==> src/hw/flash_host_defines.vh <==
/*
 constants for the parallel flash bus host: pin widths, timing counts,
 sector protect address bit positions, operation codes.
 assumes a 50 MHz system clock.
*/
`ifndef FLASH_HOST_DEFINES_VH
`define FLASH_HOST_DEFINES_VH

// clock period in ns
`define CLK_PERIOD_NS 20
// access time in ns, rounded up to cycles
`define ACCESS_NS 70
`define ACCESS_CYC ((`ACCESS_NS + `CLK_PERIOD_NS - 1) / `CLK_PERIOD_NS)
// write strobe low time in ns, rounded up
`define STROBE_NS 40
`define STROBE_CYC ((`STROBE_NS + `CLK_PERIOD_NS - 1) / `CLK_PERIOD_NS)
// reset pulse low time in ns, rounded up
`define RESET_PULSE_NS 500
`define RESET_PULSE_CYC ((`RESET_PULSE_NS + `CLK_PERIOD_NS - 1) / `CLK_PERIOD_NS)
// recovery after any cycle, in cycles
`define RECOVER_CYC 2
// counter width
`define CNT_W 6

// address and data widths
`define ADDR_W 20
`define DATA_W 16

// protect address bit positions and levels
`define PROT_BIT_SEL 6
`define PROT_BIT_ONE 1
`define PROT_BIT_ZERO 0

// operation codes on op_code
`define OP_READ 3'h0
`define OP_WRITE 3'h1
`define OP_PROTECT 3'h2
`define OP_UNPROTECT 3'h3
`define OP_RESET 3'h4

`endif

==> src/hw/flash_sample_sync.v <==
/*
 two flip-flop synchroniser for a vector of pin inputs.
 assumes the inputs come from outside the clock domain.
*/
`timescale 1ns/1ps
`default_nettype none

module flash_sample_sync #(
   parameter W = 17
) (
   // clock and reset
   input wire clk,
   input wire reset_n,
   // raw and synced values
   input wire [W-1:0] raw_in,
   output reg [W-1:0] sync_out
);

   reg [W-1:0] meta_reg;

   // two stages, first read only by second
   always @(posedge clk) begin
      if (!reset_n) begin
         meta_reg <= {W{1'b0}};
         sync_out <= {W{1'b0}};
      end else begin
         meta_reg <= raw_in;
         sync_out <= meta_reg;
      end
   end

endmodule // flash_sample_sync
`default_nettype wire

==> src/hw/flash_bus_host.v <==
/*
 host side controller for an asynchronous boot sector flash bus.
 runs read, write, sector protect, unprotect and hardware reset cycles,
 reads and writes in word or byte width, with an optional high voltage reset for
 temporary unprotect. assumes a board level driver turns
 high_voltage_level into the elevated reset level, and that the
 data pins resolve from the output enables outside this module.
*/
// What this block does
// - read: select, output enable low, reset high
// - write: select low, oe high, strobe low
// - strobe stays high through reads
// - word twenty bit, byte adds low bit
// - protect: high voltage, bit6 low, 1 high, 0 low
// - unprotect: same, bit6 high
`timescale 1ns/1ps
`default_nettype none
`include "flash_host_defines.vh"

module flash_bus_host (
   // clock and reset
   input wire clk,
   input wire reset_n,
   // user request
   input wire req_valid,
   input wire [2:0] op_code,
   input wire [`ADDR_W:0] req_addr,
   input wire [`DATA_W-1:0] req_wdata,
   input wire byte_mode,
   input wire temp_unprotect,
   input wire boot_lock,
   output reg req_ready,
   output reg rsp_valid,
   output reg [`DATA_W-1:0] rsp_rdata,
   output reg flash_busy,
   // flash control pins, active low except high_voltage_level and word_sel
   output reg chip_en_n,
   output reg out_en_n,
   output reg wr_strobe_n,
   output reg hw_reset_n,
   output reg high_voltage_level,
   output reg word_sel,
   output reg write_protect_n,
   output reg [`ADDR_W-1:0] addr_out,
   // flash data pins as three signals
   input wire [`DATA_W-1:0] data_in,
   output reg [`DATA_W-1:0] data_out,
   output reg [`DATA_W-1:0] data_oe,
   // ready/busy from the device
   input wire ready_busy_out
);

   localparam ST_IDLE = 3'h0;
   localparam ST_READ = 3'h1;
   localparam ST_WRITE = 3'h2;
   localparam ST_RESET = 3'h3;
   localparam ST_RECOVER = 3'h4;

   reg [2:0] state_reg;
   reg [`CNT_W-1:0] cnt_reg;
   reg [2:0] op_reg;
   wire [`DATA_W:0] sync_val;
   wire [`DATA_W-1:0] data_sync;
   wire busy_sync;

   // pad the pin inputs through two flops
   flash_sample_sync #(
      .W(`DATA_W + 1)
   ) u_sync (
      .clk(clk),
      .reset_n(reset_n),
      .raw_in({ready_busy_out, data_in}),
      .sync_out(sync_val)
   );
   assign data_sync = sync_val[`DATA_W-1:0];
   assign busy_sync = ~sync_val[`DATA_W];

   // address for word or byte mode
   function [`ADDR_W-1:0] pin_addr;
      input [`ADDR_W:0] a;
      input bm;
      begin
         if (bm)
            pin_addr = a[`ADDR_W:1];
         else
            pin_addr = a[`ADDR_W-1:0];
      end
   endfunction

   // data pin enables for a write in the given width
   function [`DATA_W-1:0] wr_enables;
      input bm;
      begin
         if (bm)
            wr_enables = 16'h80ff; // pin 15 drives the lsb
         else
            wr_enables = 16'hffff;
      end
   endfunction

   // protect address with fixed low bits
   function [`ADDR_W-1:0] prot_addr;
      input [`ADDR_W-1:0] a;
      input unprot;
      reg [`ADDR_W-1:0] t;
      begin
         t = a;
         t[`PROT_BIT_SEL] = unprot;
         t[`PROT_BIT_ONE] = 1'b1;
         t[`PROT_BIT_ZERO] = 1'b0;
         prot_addr = t;
      end
   endfunction

   // mask read data to the active width
   function [`DATA_W-1:0] byte_mode_data;
      input [`DATA_W-1:0] d;
      input ws;
      begin
         if (ws)
            byte_mode_data = d;
         else
            byte_mode_data = {8'h00, d[7:0]};
      end
   endfunction

   // main sequencer
   always @(posedge clk) begin
      if (!reset_n) begin
         state_reg <= ST_IDLE;
         cnt_reg <= {`CNT_W{1'b0}};
         op_reg <= 3'h0;
         req_ready <= 1'b0;
         rsp_valid <= 1'b0;
         rsp_rdata <= 16'h0000;
         flash_busy <= 1'b0;
         chip_en_n <= 1'b1;
         out_en_n <= 1'b1;
         wr_strobe_n <= 1'b1;
         hw_reset_n <= 1'b0; // reset pulse puts device in array read
         high_voltage_level <= 1'b0;
         word_sel <= 1'b1;
         write_protect_n <= 1'b0;
         addr_out <= 20'h0_0000;
         data_out <= 16'h0000;
         data_oe <= 16'h0000;
      end else begin
         rsp_valid <= 1'b0;
         flash_busy <= busy_sync;
         write_protect_n <= ~boot_lock;
         case (state_reg)
            ST_IDLE: begin
               hw_reset_n <= 1'b1;
               high_voltage_level <= temp_unprotect;
               chip_en_n <= 1'b1;
               out_en_n <= 1'b1;
               wr_strobe_n <= 1'b1;
               data_oe <= 16'h0000;
               req_ready <= 1'b1;
               if (req_valid && req_ready) begin
                  req_ready <= 1'b0;
                  op_reg <= op_code;
                  word_sel <= ~byte_mode;
                  addr_out <= pin_addr(req_addr, byte_mode);
                  data_out <= req_wdata;
                  if (byte_mode)
                     data_out[`DATA_W-1] <= req_addr[0];
                  cnt_reg <= {`CNT_W{1'b0}};
                  case (op_code)
                     `OP_READ: begin
                        chip_en_n <= 1'b0;
                        out_en_n <= 1'b0;
                        wr_strobe_n <= 1'b1;
                        data_oe <= byte_mode ? 16'h8000 : 16'h0000;
                        state_reg <= ST_READ;
                     end
                     `OP_WRITE: begin
                        chip_en_n <= 1'b0;
                        data_oe <= wr_enables(byte_mode);
                        state_reg <= ST_WRITE;
                     end
                     `OP_PROTECT, `OP_UNPROTECT: begin
                        high_voltage_level <= 1'b1;
                        word_sel <= 1'b1;
                        addr_out <= prot_addr(req_addr[`ADDR_W-1:0],
                           op_code == `OP_UNPROTECT);
                        chip_en_n <= 1'b0;
                        data_oe <= 16'h00ff;
                        state_reg <= ST_WRITE;
                     end
                     default: begin
                        hw_reset_n <= 1'b0;
                        high_voltage_level <= 1'b0;
                        state_reg <= ST_RESET;
                     end
                  endcase
               end
            end
            ST_READ: begin
               cnt_reg <= cnt_reg + 1'b1;
               if (cnt_reg == `ACCESS_CYC + 2) begin
                  // data passed the synchroniser by now
                  rsp_rdata <= byte_mode_data(data_sync, word_sel);
                  rsp_valid <= 1'b1;
                  chip_en_n <= 1'b1;
                  out_en_n <= 1'b1;
                  data_oe <= 16'h0000;
                  cnt_reg <= {`CNT_W{1'b0}};
                  state_reg <= ST_RECOVER;
               end
            end
            ST_WRITE: begin
               cnt_reg <= cnt_reg + 1'b1;
               if (cnt_reg == {`CNT_W{1'b0}})
                  wr_strobe_n <= 1'b0; // strobe after setup
               if (cnt_reg == `STROBE_CYC) begin
                  wr_strobe_n <= 1'b1; // device latches on rise
                  cnt_reg <= {`CNT_W{1'b0}};
                  state_reg <= ST_RECOVER;
               end
            end
            ST_RESET: begin
               cnt_reg <= cnt_reg + 1'b1;
               if (cnt_reg == `RESET_PULSE_CYC - 1) begin
                  hw_reset_n <= 1'b1;
                  cnt_reg <= {`CNT_W{1'b0}};
                  state_reg <= ST_RECOVER;
               end
            end
            ST_RECOVER: begin
               chip_en_n <= 1'b1;
               data_oe <= 16'h0000;
               cnt_reg <= cnt_reg + 1'b1;
               if (cnt_reg == `RECOVER_CYC - 1) begin
                  cnt_reg <= {`CNT_W{1'b0}};
                  if (op_reg == `OP_PROTECT || op_reg == `OP_UNPROTECT)
                     high_voltage_level <= temp_unprotect;
                  state_reg <= ST_IDLE;
               end
            end
            default: state_reg <= ST_IDLE;
         endcase
      end
   end

endmodule // flash_bus_host
`default_nettype wire

==> config.mk <==
export PLATFORM = sky130hd
export DESIGN_NAME = flash_bus_host
export DESIGN_NICKNAME = d
export VERILOG_FILES = /design/src/hw/flash_sample_sync.v /design/src/hw/flash_bus_host.v
export VERILOG_INCLUDE_DIRS = /design/src /design/src/hw
export SDC_FILE = /design/constraint.sdc
export NUM_CORES = 1
export LEC_CHECK = 0
export BUFFER_PORTS_ARGS = -buffer_cell sky130_fd_sc_hd__buf_2
export CAP_MARGIN = 20
export CORE_ASPECT_RATIO = 0.8
export CORE_MARGIN = 2
export CORE_UTILIZATION = 45
export DETAILED_ROUTE_END_ITERATION = 8
export HOLD_SLACK_MARGIN = 0.12
export PLACE_DENSITY = 0.76
export SLEW_MARGIN = 0
export SYNTH_ARGS = -nofsm -noshare
export SYNTH_HDL_FRONTEND = slang
export SYNTH_SLANG_ARGS = --single-unit
==> constraint.sdc <==
create_clock -name clk -period 2 [get_ports clk]
set_clock_uncertainty 0.15 [all_clocks]
set_input_delay 0.2 -clock clk [delete_from_list [all_inputs] [get_ports clk]]
set_output_delay 0.2 -clock clk [all_outputs]
set_load 0.1 [all_outputs]
==> results.cfg, run 1 <==
[outcome]
run_status = completed

[synth]
postSynthCellCount = 479
ys.warnings.count = 0
share_of_synthesized_area_occupied_by_flip_flops_and_latches = 0.520
yosys_register_bits = 110
postSynthAreaPerCell_um2 = 8.84
post_synthesis_cell_area_um2 = 4230
synth_largest_type_area_fraction = 0.520
yosysTopAreaCell = sky130_fd_sc_hd__dfxtp_1
synth.area.top_cells = sky130_fd_sc_hd__dfxtp_1 (52%), sky130_fd_sc_hd__nand2_1 (8.5%), sky130_fd_sc_hd__and2_1 (5.0%), sky130_fd_sc_hd__a21oi_1 (4.6%), sky130_fd_sc_hd__nand3_1 (4.3%)
post_synth_edffs = 0
postSynthNetCount = 546
ys.flop_type = sky130_fd_sc_hd__dfxtp_1
yosysUniqueCellTypes = 47
ys_async_sr_fraction = 0

[sta]
timing.slew.headroom = 0.512
final_period_minus_worst_setup_slack_ns = 1.91
rsz_0062_raised_after_global_routing = no
max_freq_ghz = 0.523
tightest_slew_ns = 0.731
hold_slack_ns = 0.159
finalMaxSlewViolations = 0
timing.final.setup_violations = 0
setup-tns-final_ns = 0
finalHoldViolations = 0
min_period_over_period = 0.957
worst_slack_ns = 0.0867

[die]
initial_core_util = 0.465
die_area_um2 = 10200
io_pins = 141
chipWidth_um = 112
chipHeight_um = 90.8
std_cell_rows = 31
floorplan.core_area_um2 = 9110

[job]
max_cap_violations = 0

[power]
pwr-share-clk = 0.304
p_int_mw = 3.64
pwr_density_cell_nw_per_um2 = 959
vdd.ir_drop.worst_mv = 0.841
p_switching_mw = 2.06
sw_frac_of_total = 0.361
seq_power_share = 0.424
cellLeakagePower_nw = 2.66
share_comb_of_total_power = 0.273
post-layout-total-power_mw = 5.70

[finish]
layout-drive-gt1-share = 0.291
diodes = 0
flow.area_growth_from_synthesis_pct = 40.5
largest_reg_flops = 20
most-common-layout-cells = sky130_fd_sc_hd__buf_2 (140), sky130_fd_sc_hd__dfxtp_1 (108), sky130_fd_sc_hd__nand2_1 (96), sky130_fd_sc_hd__dlygate4sd3_1 (59), sky130_fd_sc_hd__a21oi_1 (39)
final_common_cell = sky130_fd_sc_hd__buf_2
post-route-util = 0.652
fin_nets = 735

[worst_setup_path]
critPathLaunchType = primary input
rr_startpoint = cnt_reg[0]
timing.reg2reg.worst_path_depth = 8
slowest_stage_delay_cp_ns = 0.52
critical_path.n_buffers_inverters = 4
slowest_library_cell_on_the_worst_path = sky130_fd_sc_hd__dlygate4sd3_1
timing.critical_path.fanout_max = 25
cp_cell_sequence = dlygate4sd3_1 -> buf_2 -> nand2_1 -> nor4_4 -> buf_4 -> buf_12 -> nor2_1 -> a311oi_1
critical_path_class = primary input to flop
worstPathArrival_ns = 2.01
required_ns = 2.09
rr_endpoint = cnt_reg[3]
timing.reg2reg.setup_slack_ns = 0.09
cp-end-kind = flop
largest_delay_share_family_worst_path = buffers and inverters

[drt]
route.vias.total = 3985
initialDrtViolationCount = 165
ant_nets = 0
wirelength_um = 11600
post_dr_wirelength_cell_um = 14.7
route.detailed.vias_per_inst = 5.06
post_detailed_route_drc_marker_count = 0
drt_pre_antenna_iters = 5

[clock_tree]
tritoncts_num_sinks = 110
cts_max_level = 3
path_clk_slew_ns = 0.08
cts_max_path_buffers = 2
worstSkewPairLatency_ns = 0.34
ctsRootBufferMaster = sky130_fd_sc_hd__clkbuf_16
cts_buffers = 9
cts_tree = done

[grt]
grt_antenna_before_repair = 0
grt_use_total = 0.224
gr-total-overflow = 0
global_routing_usage_on_met1 = 0.273
grt.busiest_layer = met2
grt_pass1_wl_um = 18500
grt_use_met2 = 0.382
grt_max_degree = 51
met3_grt_util = 0.0644
first_global_vias = 3905

[placed_design]
buffer_ports.inserted = 140
detailed_place_hpwl_um = 7080
preCtsSetupSlack_ns = 0.0340
routability_congestion_estimate_from_global_placement = 0.790

[min_path]
hold_class = primary input to flop
hold_depth = 5
timing.hold.worst_endpoint = high_voltage_level
hold_path.startpoint = temp_unprotect
## worst max path at each step
stage	start	end	cells after the start
CTS	cnt_reg[0]	cnt_reg[3]	8
finish	req_valid	addr_out[4]	8
global placement	cnt_reg[0]	state_reg[2]	8
floorplan	req_ready	addr_out[13]	5
global route	cnt_reg[0]	cnt_reg[4]	8
detailed placement	cnt_reg[0]	cnt_reg[3]	8
## stage by stage
| step | cells | area (um^2) |
|---|---|---|
| 2_1_floorplan | 479 | 4240 |
| 3_3_place_gp | 710 | 5010 |
| 3_5_place_dp | 710 | 5010 |
| 4_1_cts | 785 | 5890 |
| 5_1_grt | 788 | 5950 |
| 6_report | 788 | 5950 |
## worst reg2reg max path, delay by kind of cell, from the launching register on
family / cells / cell delay [ns]
adders and majority gates: 1 / 0.20
and+or+nand+nor: 1 / 0.08
muxes: 1 / 0.27
AOI/OAI and AO/OA: 3 / 0.49
DFF: 1 / 0.33
buffers and inverters: 2 / 0.31
## cells in the mapped netlist, types with 3 or more instances
master / n
sky130_fd_sc_hd__nand3_1: 36
sky130_fd_sc_hd__dfxtp_1: 110
sky130_fd_sc_hd__nor2b_1: 4
sky130_fd_sc_hd__o21a_1: 3
sky130_fd_sc_hd__buf_2: 7
sky130_fd_sc_hd__clkbuf_1: 23
sky130_fd_sc_hd__and2_1: 34
sky130_fd_sc_hd__inv_1: 4
sky130_fd_sc_hd__a21oi_1: 39
sky130_fd_sc_hd__nor2_1: 32
sky130_fd_sc_hd__mux2i_1: 4
sky130_fd_sc_hd__nor3_1: 5
sky130_fd_sc_hd__a311oi_1: 15
sky130_fd_sc_hd__nand2_1: 96
sky130_fd_sc_hd__o21ai_0: 6
sky130_fd_sc_hd__ha_1: 4
sky130_fd_sc_hd__o211a_1: 4
sky130_fd_sc_hd__buf_4: 16
## layer usage
layer	part of all wire	wire, um	vias up
li1	-	-	1981
met1	0.43	5010	1828
met2	0.48	5560	154
met3	0.065	751	22
met4	0.021	242	0
met5	0	0	-
## power groups by stage
stage / logic (mW) / registers [mW] / clock network, mW
2_1_floorplan: 0.458 / 3.11 / 0
3_3_place_gp: 1.40 / 2.45 / 0
3_5_place_dp: 1.42 / 2.46 / 0
4_1_cts: 1.51 / 2.41 / 1.77
5_1_grt: 1.63 / 2.43 / 1.86
6_report: 1.55 / 2.41 / 1.73
## kinds of logic (layout without fill, tap and decap cells)
family          count (synthesis)  count (layout)  share of synthesized area
compound gates                 85              85                      0.135
buf+inv                        52             246                     0.0641
mux                             6               6                     0.0148
simple gates                  220             220                      0.250
fa+ha+maj                       4               4                     0.0118
xor+xnor                        2               2                    0.00414
flops                         110             110                      0.520
## area by class of cell
| class | instances | area (um^2) |
|---|---|---|
| Fill cell | 737 | 3170 |
| Clock buffer | 9 | 225 |
| Inverter | 5 | 18.8 |
| Tap cell | 115 | 144 |
| Multi-Input combinational cell | 317 | 1770 |
| Timing Repair Buffer | 225 | 1520 |
| Clock inverter | 7 | 63.8 |
| Sequential cell | 110 | 2200 |
## repair_timing
item	in CTS	in global routing
hold buffers	59	0
hold endpoints to repair	59	0
resized for setup	0	5
setup endpoints to repair	0	23
buffers inserted	0	2
No activity file was read; power rests on OpenSTA's default activity.
==> inputs of run 2 (changes only) <==
--- a/config.mk
+++ b/config.mk
@@ -10,10 +10,10 @@
 export CAP_MARGIN = 20
 export CORE_ASPECT_RATIO = 0.8
 export CORE_MARGIN = 2
-export CORE_UTILIZATION = 45
+export CORE_UTILIZATION = 30
 export DETAILED_ROUTE_END_ITERATION = 8
 export HOLD_SLACK_MARGIN = 0.12
-export PLACE_DENSITY = 0.76
+export PLACE_DENSITY = 0.55
 export SLEW_MARGIN = 0
 export SYNTH_ARGS = -nofsm -noshare
 export SYNTH_HDL_FRONTEND = slang
==> results.cfg, run 2 (synthesis results as in run 1) <==
[finish]
diodes = 0
instances_no_fill = 851
layout-drive-gt1-share = 0.289
most-common-layout-cells = sky130_fd_sc_hd__buf_2 (140), sky130_fd_sc_hd__dfxtp_1 (106), sky130_fd_sc_hd__nand2_1 (96), sky130_fd_sc_hd__dlygate4sd3_1 (60), sky130_fd_sc_hd__a21oi_1 (39)
flow.area_growth_from_synthesis_pct = 42.4
largest_reg_flops = 20
final_common_cell = sky130_fd_sc_hd__buf_2
fin_nets = 733
final.fill_count = 1304

[clock_tree]
worstSkewPairLatency_ns = 0.35
tritoncts_num_sinks = 110
cts_max_level = 3
cts_buffers = 9
cts_max_path_buffers = 2
cts_tree = done
cts_setup_buffers = 0
ctsRootBufferMaster = sky130_fd_sc_hd__clkbuf_16
path_clk_slew_ns = 0.08

[die]
initial_core_util = 0.309
die_area_um2 = 15100
io_pins = 141
std_cell_rows = 38
chipHeight_um = 110
chipWidth_um = 137
floorplan.core_area_um2 = 13700

[drt]
wirelength_um = 11000
initialDrtViolationCount = 239
post_detailed_route_drc_marker_count = 0
route.detailed.vias_per_inst = 4.57
post_dr_wirelength_cell_um = 12.9
route.vias.total = 3885
ant_nets = 0
drt_pre_antenna_iters = 4

[placed_design]
placedCellCount = 774
buffer_ports.inserted = 140
detailed_place_hpwl_um = 7300
routability_congestion_estimate_from_global_placement = 0.873

[worst_setup_path]
critPathMostFrequentCell = sky130_fd_sc_hd__dlygate4sd3_1
critPathLaunchType = primary input
cp_cell_sequence = dlygate4sd3_1 -> buf_2 -> buf_4 -> mux2i_1 -> dlygate4sd3_1 -> a211oi_1
critical_path.n_buffers_inverters = 4
critical_path_class = primary input to flop
timing.critical_path.fanout_max = 12
required_ns = 2.12
slowest_stage_delay_cp_ns = 0.56
cp-end-kind = flop
worstPathArrival_ns = 2.06
timing.reg2reg.setup_slack_ns = 0.11
largest_delay_share_family_worst_path = buffers and inverters
slowest_library_cell_on_the_worst_path = sky130_fd_sc_hd__dlygate4sd3_1

[min_path]
hold_class = primary input to flop

[sta]
finalMaxSlewViolations = 0
finalHoldViolations = 0
timing.slew.headroom = 0.663
tightest_slew_ns = 0.509
final_period_minus_worst_setup_slack_ns = 1.94
timing.final.setup_violations = 0
min_period_over_period = 0.970
max_freq_ghz = 0.516

[grt]
grt_max_degree = 60
first_global_vias = 3685
gr-total-overflow = 0
grt_use_total = 0.145
grt_antenna_before_repair = 0
grt_pass1_wl_um = 17100

[job]
max_cap_violations = 0

[outcome]
run_status = completed

[power]
post-layout-total-power_mw = 5.68
cellLeakagePower_nw = 2.65
vdd.ir_drop.worst_mv = 0.443
pwr_density_cell_nw_per_um2 = 941
run 2: cell type report:
type | instances | area, um^2 | share of cell area
Clock inverter | 6 | 62.6 | 0.0104
Tap cell | 180 | 225 | 0.0373
Clock buffer | 10 | 229 | 0.0380
Inverter | 5 | 18.8 | 0.00311
Timing Repair Buffer | 223 | 1500 | 0.249
Multi-Input combinational cell | 317 | 1780 | 0.296
Sequential cell | 110 | 2210 | 0.366
run 2: metrics by stage:
stage | area (um^2) | hold WS, ns | utilization | worst slack [ns] | TNS, ns
after floorplan | 4240 | 0.117 | - | 0.0622 | 0
after global placement | 5100 | 0.203 | 0.372 | 0.0624 | 0
after detailed placement | 5100 | 0.215 | 0.372 | 0.0175 | 0
after CTS | 5990 | 0.149 | 0.438 | 0.0191 | 0
after global routing | 6030 | 0.182 | 0.440 | -0.0143 | -0.0143
final | 6030 | 0.161 | 0.440 | 0.0606 | 0
run 2: timing repair:
action / in CTS / in global routing
cloned: 0 / 1
endpoints found under the setup margin: 5 / 7
gates resized for setup: 1 / 11
hold endpoints to repair: 59 / 0
pin swaps: 0 / 5
hold buffers: 60 / 0
run 2: final timing paths:
| kind | from | endpoint | cells after the start |
|---|---|---|---|
| max reg2reg | cnt_reg[5] | state_reg[2] | 6 |
| min | req_addr[0] | addr_out[0] | 4 |
| max | byte_mode | data_out[15] | 6 |
| min reg2reg | u_sync.sync_out[16] | flash_busy | 1 |
run 2: tightest hold or removal path, stage by stage:
cell	delay, ns
sky130_fd_sc_hd__buf_2	0.09
sky130_fd_sc_hd__mux2_2	0.13
sky130_fd_sc_hd__nand3_1	0.07
sky130_fd_sc_hd__a21oi_1	0.13
run 2: where the power goes:
part | switching (mW) | leakage [nW] | internal [mW] | total (mW)
Clock | 0.860 | 0.142 | 0.879 | 1.74
Sequential | 0.0804 | 0.902 | 2.33 | 2.41
Combinational | 1.11 | 1.61 | 0.417 | 1.52
run 2: routing by layer:
metal | GRT usage | part of all wire
met1 | 0.174 | 0.46
met2 | 0.254 | 0.48
met3 | 0.0361 | 0.054
met4 | 0.0501 | 0.013
met5 | 0 | 0
==> inputs of run 3 (changes only) <==
--- a/config.mk
+++ b/config.mk
@@ -17,4 +17,5 @@
 export SLEW_MARGIN = 0
 export SYNTH_ARGS = -nofsm -noshare
 export SYNTH_HDL_FRONTEND = slang
+export SYNTH_HIERARCHICAL = 1
 export SYNTH_SLANG_ARGS = --single-unit
==> results.cfg, run 3 <==
[synth]
ys_async_sr_fraction = 0
synth-xor-area-share = 0.00195
post_synth_and_or_nand_nor_area_fraction = 0.250
synth_largest_type_area_fraction = 0.491
yosysUniqueCellTypes = 54
postSynthNetCount = 559
yosysTopAreaCell = sky130_fd_sc_hd__dfxtp_1
yosysMostFrequentCell = sky130_fd_sc_hd__dfxtp_1
synth_top_cells_by_count = sky130_fd_sc_hd__dfxtp_1 (110), sky130_fd_sc_hd__nand2_1 (95), sky130_fd_sc_hd__nand3_1 (52)
synth.area.top_cells = sky130_fd_sc_hd__dfxtp_1 (49%), sky130_fd_sc_hd__nand2_1 (8.0%), sky130_fd_sc_hd__a21boi_1 (6.7%), sky130_fd_sc_hd__nand3_1 (5.8%), sky130_fd_sc_hd__and2_2 (5.7%)
ys.flop_type = sky130_fd_sc_hd__dfxtp_1
synth_compound_gate_area_share = 0.172
share_of_synthesized_area_occupied_by_flip_flops_and_latches = 0.491
postSynthAreaPerCell_um2 = 9.11
ys.warnings.count = 6
synth_top_family_by_area = simple AND/OR/NAND/NOR gates
synth-adder-area-share = 0.0112
synth_mux_area_frac = 0.0137
yosys_register_bits = 110
postSynthCellCount = 492
post_synthesis_cell_area_um2 = 4480
post_synth_edffs = 0

[min_path]
hold_depth = 4
timing.hold.worst_endpoint = out_en_n
hold_path.startpoint = req_valid
hold_class = primary input to flop

[sta]
final_period_minus_worst_setup_slack_ns = 1.91
setup-tns-final_ns = 0
finalHoldViolations = 0
tightest_slew_ns = 0.593
timing.final.setup_violations = 0
finalMaxSlewViolations = 0
hold_slack_ns = 0.154
worst_slack_ns = 0.0874
min_period_over_period = 0.956
timing.slew.headroom = 0.604
max_freq_ghz = 0.523

[placed_design]
placedCellCount = 789
detailed_place_hpwl_um = 7860
routability_congestion_estimate_from_global_placement = 0.876
preCtsSetupSlack_ns = 0.0483
post_dp_cell_area_um2 = 5390
buffer_ports.inserted = 140

[die]
chipHeight_um = 113
die_area_um2 = 15900
initial_core_util = 0.310
floorplan.core_area_um2 = 14400
io_pins = 141
std_cell_rows = 39
chipWidth_um = 141

[grt]
grt_max_degree = 59
grt_use_total = 0.151
grt_antenna_before_repair = 0
grt_pass1_wl_um = 19300
first_global_vias = 3955
gr-total-overflow = 0

[clock_tree]
worstSkewPairLatency_ns = 0.35
cts_tree = done
ctsRootBufferMaster = sky130_fd_sc_hd__clkbuf_16
tritoncts_num_sinks = 110
cts_max_path_buffers = 2
cts_buffers = 9
cts_max_level = 3
path_clk_slew_ns = 0.08

[finish]
diodes = 0
flow.area_growth_from_synthesis_pct = 40.8
final.fill_count = 1450
post-route-util = 0.437
most-common-layout-cells = sky130_fd_sc_hd__buf_2 (140), sky130_fd_sc_hd__dfxtp_1 (104), sky130_fd_sc_hd__nand2_1 (95), sky130_fd_sc_hd__dlygate4sd3_1 (60), sky130_fd_sc_hd__nand3_1 (52)
instances_no_fill = 866
final_area_um2 = 6310
layout-drive-gt1-share = 0.336
final_common_cell = sky130_fd_sc_hd__buf_2
largest_reg_flops = 20
fin_nets = 744

[worst_setup_path]
cp-end-kind = flop
timing.reg2reg.setup_slack_ns = 0.09
timing.reg2reg.worst_path_depth = 7
timing.critical_path.fanout_max = 4
worstPathArrival_ns = 2.01
critical_path_class = flop to flop
critPathLaunchType = flop
rr_startpoint = cnt_reg[1]
rr_endpoint = cnt_reg[5]
worst_setup_path_startpoint = cnt_reg[1]
required_ns = 2.10

[power]
cellLeakagePower_nw = 2.95
vdd.ir_drop.worst_mv = 0.538
pwr_density_cell_nw_per_um2 = 989
post-layout-total-power_mw = 6.25

[drt]
drt_pre_antenna_iters = 4
wirelength_um = 12000
post_dr_wirelength_cell_um = 13.8
initialDrtViolationCount = 251
route.vias.total = 4037
ant_nets = 0
post_detailed_route_drc_marker_count = 0
route.detailed.vias_per_inst = 4.66

[job]
max_cap_violations = 0

[outcome]
run_status = completed
run 3: cell count changes after synthesis, sizes merged, moves of 2 or more:
cell / change
a21boi: +38
a21oi: -33
a311oi: -15
a32o: -2
buf: -3
clkbuf: +6
nand2b: +2
nand3: +16
nor2: -23
nor2b: +4
o211a: +17
run 3: timing repair:
| action | 4_1_cts | 5_1_grt |
|---|---|---|
| endpoints found under the setup margin | 0 | 21 |
| hold buffers | 60 | 0 |
| endpoints found under the hold margin | 57 | 0 |
| setup buffers | 0 | 1 |
| resized for setup | 0 | 8 |
run 3: layout make-up:
cell class / count / area [um^2] / area share
clock inverters: 6 / 71.3 / 0.0113
inverters: 5 / 18.8 / 0.00297
repair buffers: 224 / 1520 / 0.241
well taps: 184 / 230 / 0.0365
clock buffers: 10 / 229 / 0.0363
flip-flops and latches: 110 / 2210 / 0.350
multi-input cells: 327 / 2030 / 0.322
run 3: kinds of logic after synthesis:
logic type / count (synthesis)
AO/OA/AOI/OAI: 95
XOR/XNOR: 1
adder cells (fa/ha/maj): 4
buffers and inverters: 55
flip-flops: 110
multiplexers: 6
AND/OR/NAND/NOR: 221
run 3: worst max path at each step:
| stage | to | slack [ns] | cells past startpoint |
|---|---|---|---|
| floorplan | cnt_reg[5] | 0.03 | 8 |
| global placement | cnt_reg[5] | 0.08 | 7 |
| detailed placement | cnt_reg[5] | 0.05 | 7 |
| CTS | cnt_reg[5] | 0.04 | 7 |
| global route | cnt_reg[5] | -0.06 | 7 |
| finish | cnt_reg[5] | 0.09 | 7 |
run 3: report_power, final:
group / switching, mW / internal (mW) / total [mW]
registers: 0.0985 / 2.37 / 2.46
logic: 1.45 / 0.522 / 1.97
clock network: 0.824 / 0.983 / 1.81
run 3: worst max-delay path: stages (launching register included):
cell and delay, ns:
sky130_fd_sc_hd__dfxtp_1 0.31, sky130_fd_sc_hd__inv_1 0.09, sky130_fd_sc_hd__ha_1 0.18, sky130_fd_sc_hd__nand2_1 0.07, sky130_fd_sc_hd__o41ai_2 0.33, sky130_fd_sc_hd__a311o_1 0.25, sky130_fd_sc_hd__a21oi_1 0.09, sky130_fd_sc_hd__a221o_1 0.34
run 3: layer usage:
layer,vias to the layer above,global-route usage,share of wire
li1,2032,-,-
met1,1854,0.179,0.44
met2,129,0.249,0.47
met3,22,0.0478,0.057
met4,0,0.0713,0.028
met5,-,0,0
